File: src/design/isp_regs.svh
// Purpose: Bit positions and encodings for the two-wire slave port
// Assumes: Included by the slave port design files
// Notes: Mode encodings sit in port_control_reg[3:0]
`ifndef ISP_REGS_SVH
`define ISP_REGS_SVH

// ----------------------------------------------------------------
// Control register fields
// ----------------------------------------------------------------
`define ISP_CTRL_EN_BIT 5
`define ISP_CTRL_MODE_MSB 3
`define ISP_CTRL_MODE_LSB 0

// ----------------------------------------------------------------
// Mode encodings
// ----------------------------------------------------------------
`define ISP_MODE_SLV7 4'h6
`define ISP_MODE_SLV10 4'h7
`define ISP_MODE_FWM_IDLE 4'hB
`define ISP_MODE_SLV7_IRQ 4'hE
`define ISP_MODE_SLV10_IRQ 4'hF

// ----------------------------------------------------------------
// Address and byte layout
// ----------------------------------------------------------------
`define ISP_TEN_HDR 5'h1E
`define ISP_BITS_PER_BYTE 4'h8
`define ISP_LAST_TX_BIT 4'h7

`endif

File: src/design/isp_pkg.sv
// Purpose: Types shared by the two-wire slave port modules
// Assumes: Nothing
// Notes: State of each module is a single packed struct
package isp_pkg;

  typedef enum logic [2:0] {
    ST_IDLE,
    ST_RX,
    ST_ACK,
    ST_TX,
    ST_MACK
  } isp_state_t;

  typedef enum logic [1:0] {
    K_ADDR1,
    K_ADDR2,
    K_DATA
  } isp_kind_t;

  typedef struct packed {
    isp_state_t st;
    isp_kind_t kind;
    logic [3:0] bitcnt;
    logic [7:0] shreg;
    logic [7:0] txsh;
    logic rw;
    logic hi_match;
    logic nacked;
    logic mack;
    logic sda_oe;
    logic irq;
    logic ovf;
    logic push;
    logic [7:0] push_data;
    logic [2:0] scl_s;
    logic [2:0] sda_s;
  } isp_core_t;

  typedef struct packed {
    logic v0;
    logic v1;
    logic [7:0] d0;
    logic [7:0] d1;
  } isp_buf_t;

endpackage

File: src/design/isp_buf2.sv
// Purpose: Two-entry receive buffer between shift register and reader
// Assumes: Single clock, synchronous active-high reset
// Notes: Head entry drives the outputs directly from flops
`timescale 1ns/1ns
module isp_buf2 (
  input wire logic core_clk,
  input wire logic sys_rst,
  input wire logic in_valid,
  input wire logic [7:0] in_data,
  output logic in_ready,
  output logic out_valid,
  output logic [7:0] out_data,
  input wire logic out_ready
);

  isp_pkg::isp_buf_t q;
  isp_pkg::isp_buf_t n;
  logic pop;
  logic push;

  assign pop = q.v0 && out_ready;
  // Tail free means a push always has a slot, even without a pop
  assign push = in_valid && !q.v1;

  always_comb
  begin
    n = q;
    if (pop)
    begin
      if (q.v1)
      begin
        n.d0 = q.d1;
        n.v1 = 1'b0;
      end
      else
        n.v0 = 1'b0;
    end
    if (push)
    begin
      if (n.v0)
      begin
        n.d1 = in_data;
        n.v1 = 1'b1;
      end
      else
      begin
        n.d0 = in_data;
        n.v0 = 1'b1;
      end
    end
  end

  always_ff @(posedge core_clk)
  begin
    if (sys_rst)
      q <= '0;
    else
      q <= n;
  end

  assign in_ready = !q.v1;
  assign out_valid = q.v0;
  assign out_data = q.d0;

endmodule // isp_buf2

File: src/design/isp_slave.sv
// Purpose: Two-wire serial port, slave mode, on the core clock
// Assumes: SCL comes from an external master; pull-ups are external
// Notes: Never stretches SCL; general call is not answered
`timescale 1ns/1ns
`include "isp_regs.svh"
module isp_slave (
  input wire logic core_clk,
  input wire logic sys_rst,
  input wire logic [7:0] port_control_reg,
  input wire logic [9:0] slave_address_reg,
  input wire logic [1:0] portc_direction,
  input wire logic ovf_clear,
  input wire logic irq_clear,
  input wire logic rx_read,
  input wire logic [7:0] tx_data,
  input wire logic scl_in,
  input wire logic sda_in,
  output logic scl_out,
  output logic scl_oe,
  output logic sda_out,
  output logic sda_oe,
  output logic [7:0] rx_tx_buffer,
  output logic buffer_full_flag,
  output logic receive_overflow_flag,
  output logic port_interrupt_flag
);

  isp_pkg::isp_core_t q;
  isp_pkg::isp_core_t n;
  logic [3:0] mode;
  logic en;
  logic mode10;
  logic slave_on;
  logic irq_mode;
  logic scl_rise;
  logic scl_fall;
  logic start_c;
  logic stop_c;
  logic buf_ready;
  logic byte_end;
  logic hit;
  logic ack_ok;

  // ----------------------------------------------------------------
  // Mode decode
  // ----------------------------------------------------------------
  assign mode = port_control_reg[`ISP_CTRL_MODE_MSB:`ISP_CTRL_MODE_LSB];
  assign en = port_control_reg[`ISP_CTRL_EN_BIT];
  assign mode10 = (mode == `ISP_MODE_SLV10) ||
                  (mode == `ISP_MODE_SLV10_IRQ);
  assign slave_on = mode10 || (mode == `ISP_MODE_SLV7) ||
                    (mode == `ISP_MODE_SLV7_IRQ);
  assign irq_mode = (mode == `ISP_MODE_SLV7_IRQ) ||
                    (mode == `ISP_MODE_SLV10_IRQ) ||
                    (mode == `ISP_MODE_FWM_IDLE);

  // ----------------------------------------------------------------
  // Bus events from synchronised pins (stage 1 and 2 onward)
  // ----------------------------------------------------------------
  assign scl_rise = q.scl_s[1] && !q.scl_s[2];
  assign scl_fall = !q.scl_s[1] && q.scl_s[2];
  // Data edges while SCL is steady high mark START and STOP
  assign start_c = q.scl_s[1] && q.scl_s[2] &&
                   !q.sda_s[1] && q.sda_s[2];
  assign stop_c = q.scl_s[1] && q.scl_s[2] &&
                  q.sda_s[1] && !q.sda_s[2];
  assign byte_end = (q.st == isp_pkg::ST_RX) && scl_fall &&
                    (q.bitcnt == `ISP_BITS_PER_BYTE);

  // ----------------------------------------------------------------
  // Address match and acknowledge decision
  // ----------------------------------------------------------------
  always_comb
  begin
    hit = 1'b0;
    case (q.kind)
      isp_pkg::K_ADDR1:
      begin
        if (!mode10)
          hit = (q.shreg[7:1] == slave_address_reg[6:0]);
        else if (q.shreg[7:3] == `ISP_TEN_HDR &&
                 q.shreg[2:1] == slave_address_reg[9:8])
          hit = !q.shreg[0] || q.hi_match;
      end
      isp_pkg::K_ADDR2:
        hit = (q.shreg == slave_address_reg[7:0]);
      default:
        hit = 1'b1;
    endcase
  end

  // Back-pressure from the buffer also withholds the ACK
  assign ack_ok = !buffer_full_flag && !q.ovf && buf_ready;

  // ----------------------------------------------------------------
  // Main sequencer
  // ----------------------------------------------------------------
  always_comb
  begin
    n = q;
    n.push = 1'b0;
    n.scl_s = {q.scl_s[1:0], scl_in};
    n.sda_s = {q.sda_s[1:0], sda_in};
    // Clears come first so that a same-cycle set wins
    n.ovf = q.ovf && !ovf_clear;
    n.irq = q.irq && !irq_clear;
    if (!en)
    begin
      n.st = isp_pkg::ST_IDLE;
      n.sda_oe = 1'b0;
      n.hi_match = 1'b0;
    end
    else if (start_c)
    begin
      n.st = slave_on ? isp_pkg::ST_RX : isp_pkg::ST_IDLE;
      n.kind = isp_pkg::K_ADDR1;
      n.bitcnt = 4'h0;
      n.sda_oe = 1'b0;
      if (irq_mode)
        n.irq = 1'b1;
    end
    else if (stop_c)
    begin
      n.st = isp_pkg::ST_IDLE;
      n.sda_oe = 1'b0;
      n.hi_match = 1'b0;
      if (irq_mode)
        n.irq = 1'b1;
    end
    else
    begin
      case (q.st)
        isp_pkg::ST_RX:
        begin
          if (scl_rise)
          begin
            n.shreg = {q.shreg[6:0], q.sda_s[2]};
            n.bitcnt = q.bitcnt + 4'h1;
          end
          else if (byte_end)
          begin
            if (!hit)
              n.st = isp_pkg::ST_IDLE;
            else
            begin
              n.st = isp_pkg::ST_ACK;
              n.irq = 1'b1;
              n.nacked = !ack_ok;
              n.sda_oe = ack_ok;
              n.push = ack_ok;
              n.push_data = q.shreg;
              if (buffer_full_flag)
                n.ovf = 1'b1;
              if (q.kind == isp_pkg::K_ADDR1)
              begin
                n.rw = q.shreg[0];
                n.kind = (mode10 && !q.shreg[0]) ?
                         isp_pkg::K_ADDR2 : isp_pkg::K_DATA;
              end
              else
                n.kind = isp_pkg::K_DATA;
              if (q.kind == isp_pkg::K_ADDR2)
                n.hi_match = 1'b1;
            end
          end
        end
        isp_pkg::ST_ACK:
        begin
          if (scl_fall)
          begin
            n.bitcnt = 4'h0;
            n.sda_oe = 1'b0;
            if (q.nacked)
              n.st = isp_pkg::ST_IDLE;
            else if (q.rw)
            begin
              n.st = isp_pkg::ST_TX;
              n.txsh = tx_data;
              n.sda_oe = !tx_data[7];
            end
            else
              n.st = isp_pkg::ST_RX;
          end
        end
        isp_pkg::ST_TX:
        begin
          if (scl_fall)
          begin
            if (q.bitcnt == `ISP_LAST_TX_BIT)
            begin
              n.st = isp_pkg::ST_MACK;
              n.sda_oe = 1'b0;
            end
            else
            begin
              n.bitcnt = q.bitcnt + 4'h1;
              n.txsh = {q.txsh[6:0], 1'b0};
              n.sda_oe = !q.txsh[6];
            end
          end
        end
        isp_pkg::ST_MACK:
        begin
          if (scl_rise)
            n.mack = !q.sda_s[2];
          else if (scl_fall)
          begin
            n.irq = 1'b1;
            n.bitcnt = 4'h0;
            // Master NACK ends the read; slave then idles until the next START
            n.st = q.mack ? isp_pkg::ST_TX : isp_pkg::ST_IDLE;
            n.txsh = tx_data;
            n.sda_oe = q.mack && !tx_data[7];
          end
        end
        default:
          n.st = isp_pkg::ST_IDLE;
      endcase
    end
    if (portc_direction != 2'h3)
      n.sda_oe = 1'b0;
  end

  always_ff @(posedge core_clk)
  begin
    if (sys_rst)
      q <= '0;
    else
      q <= n;
  end

  // ----------------------------------------------------------------
  // Receive buffer
  // ----------------------------------------------------------------
  isp_buf2 u_buf (
    .core_clk(core_clk),
    .sys_rst(sys_rst),
    .in_valid(q.push),
    .in_data(q.push_data),
    .in_ready(buf_ready),
    .out_valid(buffer_full_flag),
    .out_data(rx_tx_buffer),
    .out_ready(rx_read)
  );

  // ----------------------------------------------------------------
  // Pins: open drain, only ever pulled low
  // ----------------------------------------------------------------
  assign sda_out = 1'b0;
  assign sda_oe = q.sda_oe;
  assign scl_out = 1'b0;
  assign scl_oe = 1'b0;
  assign receive_overflow_flag = q.ovf;
  assign port_interrupt_flag = q.irq;
endmodule // isp_slave

File: config.mk
export PLATFORM = sky130hd
export DESIGN_NAME = isp_slave
export DESIGN_NICKNAME = d
export VERILOG_FILES = /design/src/design/isp_pkg.sv /design/src/design/isp_buf2.sv /design/src/design/isp_slave.sv
export VERILOG_INCLUDE_DIRS = /design/src /design/src/design
export SDC_FILE = /design/constraint.sdc
export NUM_CORES = 1
export LEC_CHECK = 0
export BUFFER_PORTS_ARGS = -buffer_cell sky130_fd_sc_hd__buf_2
export CORE_MARGIN = 1
export CORE_UTILIZATION = 45
export DETAILED_ROUTE_END_ITERATION = 7
export PLACE_DENSITY = 0.66
export SYNTH_ARGS = -nofsm -noshare
export SYNTH_HDL_FRONTEND = slang
export SYNTH_HIERARCHICAL = 1
export SYNTH_SLANG_ARGS = --single-unit
File: constraint.sdc
create_clock -name core_clk -period 2.3 [get_ports core_clk]
set_clock_uncertainty 0.2 [all_clocks]
set_input_delay 0.115 -clock core_clk [delete_from_list [all_inputs] [get_ports core_clk]]
set_output_delay 0.115 -clock core_clk [all_outputs]
set_load 0.01 [all_outputs]
== Word-level counts from Yosys, hierarchy flattened ==
Index checks and enable logic that the tools add are counted.
Storage, ports and cells
  flip-flop bits (word level): 65
  bits of input ports: 35
  word-level logic and storage cells: 203
Operators by class
  $add $sub $neg: 1
  equal/unequal tests: 41
  muxes and demuxes: 72
  bitwise logic cells: 7
  reduce and logical (&&, ||, !) cells: 62
Operators with widths (count)
  8-bit two-way mux: 11
  12-bit two-way mux: 4
  10-bit two-way mux: 4
  3-bit two-way mux: 11
  4-bit != test, second input constant: 7
  2-bit != test, second input constant: 12
  8-bit one-hot mux with 3 select lines: 1
  23-bit two-way mux: 1
  7-bit AND reduction: 3
  1-bit logical AND: 18
  18-bit two-way mux: 1
  2-bit two-way mux: 9
  1-bit two-way mux: 17
  4-bit equality test, second input constant: 4
  4-bit two-way mux: 4
  4-bit one-hot mux with 4 select lines: 1
  8-bit AND reduction: 2
  2-bit nonzero test: 7
  1-bit logical NOT: 13
  4-bit by 3-bit equality test with 1-bit output, second input constant: 3
  3-bit != test, second input constant: 4
  3-bit one-hot mux with 4 select lines: 1
  6-bit AND reduction: 2
  11-bit two-way mux: 1
  other kinds (26): 42

== Longest topological paths before layout ==
  depth after elaboration: 12
  depth in mapped cells: 9
  gate-level depth less buffers: 8

== Cells and area by module ==
The synthesis kept the hierarchy.
By module, submodules not included
  isp_slave: instances 1, cells an instance 284, area each 2477.4 µm², sequential area each 920.9 µm²
  isp_buf2: instances 1, cells an instance 93, area each 875.8 µm², sequential area each 360.3 µm²

== Worst setup path after synthesis ==
No wires, ideal clock.
  path kind: reg-to-reg
  start point: register, netlist name q[36]
  end point: register, netlist name q[7]
  setup time: 129 ps
  arrival: 1693 ps
  required time: 1971 ps
  setup slack: 278 ps
  stages on the path, launching flop included: 8
  clock period less this slack: 2022 ps
  cells stage by stage: dfxtp_1 and4b_1 nand3_2 o41ai_4 o211ai_2 buf_4 mux2i_1 nor2_1

==> results.tsv <==
stage	metric	value	unit
placement	routabilityCongestion	0.925	
setup_path	timing.rr.end	q[42]	
logic_synthesis	synth_edf_count	0	
logic_synthesis	avgSynthCellArea	8.89	um2
cells_and_area	drive_above_1_share	21.8	%
sta	setup_viol	0	
detailed_routing	final_antenna_net_count	0	
logic_synthesis	synth-seq-cells	64	
cts	cts-root-buf	clkbuf_8	
flow_run	cap_violations	0	
floorplanning	fp.dieW	88.3	um
sta	holdWs	61.8	ps
cts	clk_pin_slew	80	ps
logic_synthesis	syn_inst	377	
global_route	antenna_found_initial	0	
cts	h-tree-depth	3	
logic_synthesis	yosysSeqAreaShare	38.2	%
logic_synthesis	synth.distinct_cells	65	
floorplanning	core	7210	um2
cts	cts_setup_buffers	0	
power	seq_power_share	49.6	%
power	clkPwrFrac	44.8	%
global_route	grt_pass1_vias	2674	
sta	rsz0062_at_grt	yes	
power	p_int	1.69	mW
global_route	grt.total_usage	20.1	%
cells_and_area	synthToLayoutAreaGrowth	21.0	%
setup_path	end_kind	flop	
detailed_routing	post_drt_wl_per_cell	13.5	um
sta	final-hold-violation-count	0	
logic_synthesis	ys_async_sr_fraction	0	%
setup_path	path_class	reg -> reg	
power	leakagePower	1.62	nW
setup_path	start_kind	flop	
floorplanning	die_h	88.3	um
status	status	finished clean	
setup_path	crit_path_start	q[36]	
detailed_routing	drtIter0Drc	119	
cts	numClockSinks	64	
global_route	grt_max_degree	48	
floorplanning	die_area	7800	um2
cts	cts_tree	yes	
setup_path	critical_path.max_fanout	6	
min_path	hp-class	in -> reg	
setup_path	reg2reg_depth	7	
min_path	min_path_cells	4	
setup_path	crit_required	2380	ps
cells_and_area	layout.nets	476	
detailed_routing	drc	0	
cts	clk_latency	350	ps
detailed_routing	vias	2816	
detailed_routing	vias_per_cell	5.19	
logic_synthesis	yosys_warnings	6	
logic_synthesis	synthTopCellsByArea	dfxtp_1, mux2i_1, nor2_1	
logic_synthesis	synth_top_area_share	38.2	%
power	p_sw_share	25.0	%
cells_and_area	nFillCells	705	
detailed_routing	totalWireLength	7.32	mm
sta	fin_ws	97.7	ps
setup_path	crit_path_end	q[42]	
placement	hpwl	5.22	mm
power	peakVddDrop	356	uV
floorplanning	start_util	46.5	%
setup_path	worstPathArrival	2280	ps
setup_path	reg2reg_setup_slack	100	ps
detailed_routing	drtPass1Iterations	4	
power	p_switching	0.561	mW
sta	relSlewSlack	64.2	%
sta	tightestPinTransition	536	ps
cells_and_area	multiInputGateArea	1840	um2
floorplanning	num_io_pins	50	
power	power_frac_comb	5.6	%
power	power.density	554	nW/um2
sta	finalCriticalPeriod	2200	ps
placement	place_ws	86.1	ps
cells_and_area	antenna_cells	0	
sta	fmax	0.454	GHz
cts	cts_buffers	9	
logic_synthesis	yosys_most_used_dff	dfxtp_1	
cells_and_area	regArea	1280	um2
floorplanning	num_rows	31	
global_route	grt_pass1_wl	12.2	mm
placement	port_buffers	43	
global_route	grt_overflow_total	0	
sta	slew_violations	0	
logic_synthesis	yosysTopAreaCell	dfxtp_1	
sta	period_share	95.8	%
setup_path	reg2reg_from	q[36]	
cts	cts_buffer_depth	2	
logic_synthesis	synth_area	3350	um2
[worst max-delay path, stage by stage, from the launching register on]
cell and delay [ps]:
dfxtp_1 460, and4b_1 250, nand3_2 100, o41ai_4 480
o211ai_2 160, buf_4 180, a21o_1 170, a21oi_1 130
[how the worst min path moves through the flow]
stage | from | to | slack [ps]
after global routing | port_control_reg[2] | port_interrupt_flag | 110
final | port_control_reg[2] | port_interrupt_flag | 60
after floorplan | rx_read | u_buf/q[16] | 10
after CTS | port_control_reg[2] | port_interrupt_flag | 60
after detailed placement | irq_clear | port_interrupt_flag | 110
after global placement | irq_clear | port_interrupt_flag | 110
[metal layers]
| metal | wire, um | vias to the layer above | global-route usage, % |
|---|---|---|---|
| met1 | 3450 | 1309 | 25.5 |
| li1 | - | 1440 | - |
| met3 | 321 | 9 | 5.22 |
| met2 | 3490 | 58 | 34.0 |
| met4 | 56 | 0 | 4.99 |
| met5 | 0 | - | 0 |
[cell usage after synthesis, drive strengths merged, types with 3 or more instances]
library cell,number
a211oi,10
a21oi,16
a311oi,9
buf,26
clkbuf,7
dfxtp,64
inv,12
mux2i,31
nand2,30
nand2b,9
nand3,14
nand4,3
nor2,44
nor2b,12
nor3,12
nor3b,3
o211ai,3
o21ai,7
xnor2,9
xor2,10
[state kept, by name, indices dropped and copies added, names as in the netlist]
signal and flops:
sda_oe 1, u_buf/out_valid 1, port_interrupt_flag 1, q 39, receive_overflow_flag 1, u_buf/out_data 8, n 4, u_buf/q 9
[repair_timing]
item	4_1_cts	5_1_grt
setup endpoints to repair	0	8
hold buffers	21	0
hold endpoints to repair	23	0
gates resized for setup	0	3
[area by class of cell]
cell class	count	area share, %
Multi-Input combinational cell	270	45.4
Sequential cell	64	31.6
Timing Repair Buffer	82	13.8
Clock buffer	9	3.05
Tap cell	99	3.05
Clock inverter	7	1.94
Inverter	12	1.11
[stage by stage]
| step | area [um2] | setup TNS, ps | instances | total power [mW] | utilization, % |
|---|---|---|---|---|---|
| 3_3_place_gp | 3640 | 0 | 506 | 1.24 | 50.5 |
| 5_1_grt | 4060 | -5.60 | 543 | 2.34 | 56.2 |
| 4_1_cts | 4050 | 0 | 543 | 2.28 | 56.2 |
| 6_report | 4060 | 0 | 543 | 2.25 | 56.2 |
| 3_5_place_dp | 3640 | 0 | 506 | 1.24 | 50.5 |
| 2_1_floorplan | 3360 | 0 | 379 | 1.20 | - |
[power groups by stage]
stage	Combinational (mW)	Sequential, mW	Clock, mW
floorplan	0.0566	1.14	0
global placement	0.0996	1.14	0
detailed placement	0.101	1.14	0
CTS	0.126	1.11	1.04
global route	0.140	1.11	1.08
finish	0.127	1.11	1.01
[cell families after synthesis]
logic type | Yosys count | synth area share (%)
buffers and inverters | 45 | 7.16
and+or+nand+nor | 148 | 22.8
AOI/OAI and AO/OA | 67 | 16.7
DFF | 64 | 38.2
other | 1 | 0.112
xor gates and xnor gates | 19 | 4.96
muxes | 31 | 9.25
adders and majority gates | 2 | 0.746
[cells in the final DEF (no fill, tap or decap), drive strengths merged, types with 10 or more instances in the layout]
master | Yosys | layout
xor2 | 10 | 10
dfxtp | 64 | 64
mux2i | 31 | 31
nor2b | 12 | 12
nand3 | 14 | 14
nor3 | 12 | 12
a21oi | 16 | 16
buf | 26 | 61
a211oi | 10 | 10
nor2 | 44 | 44
inv | 12 | 15
nand2 | 30 | 30
dlygate4sd3 | 0 | 21
No activity file was read; power rests on OpenSTA's default activity.
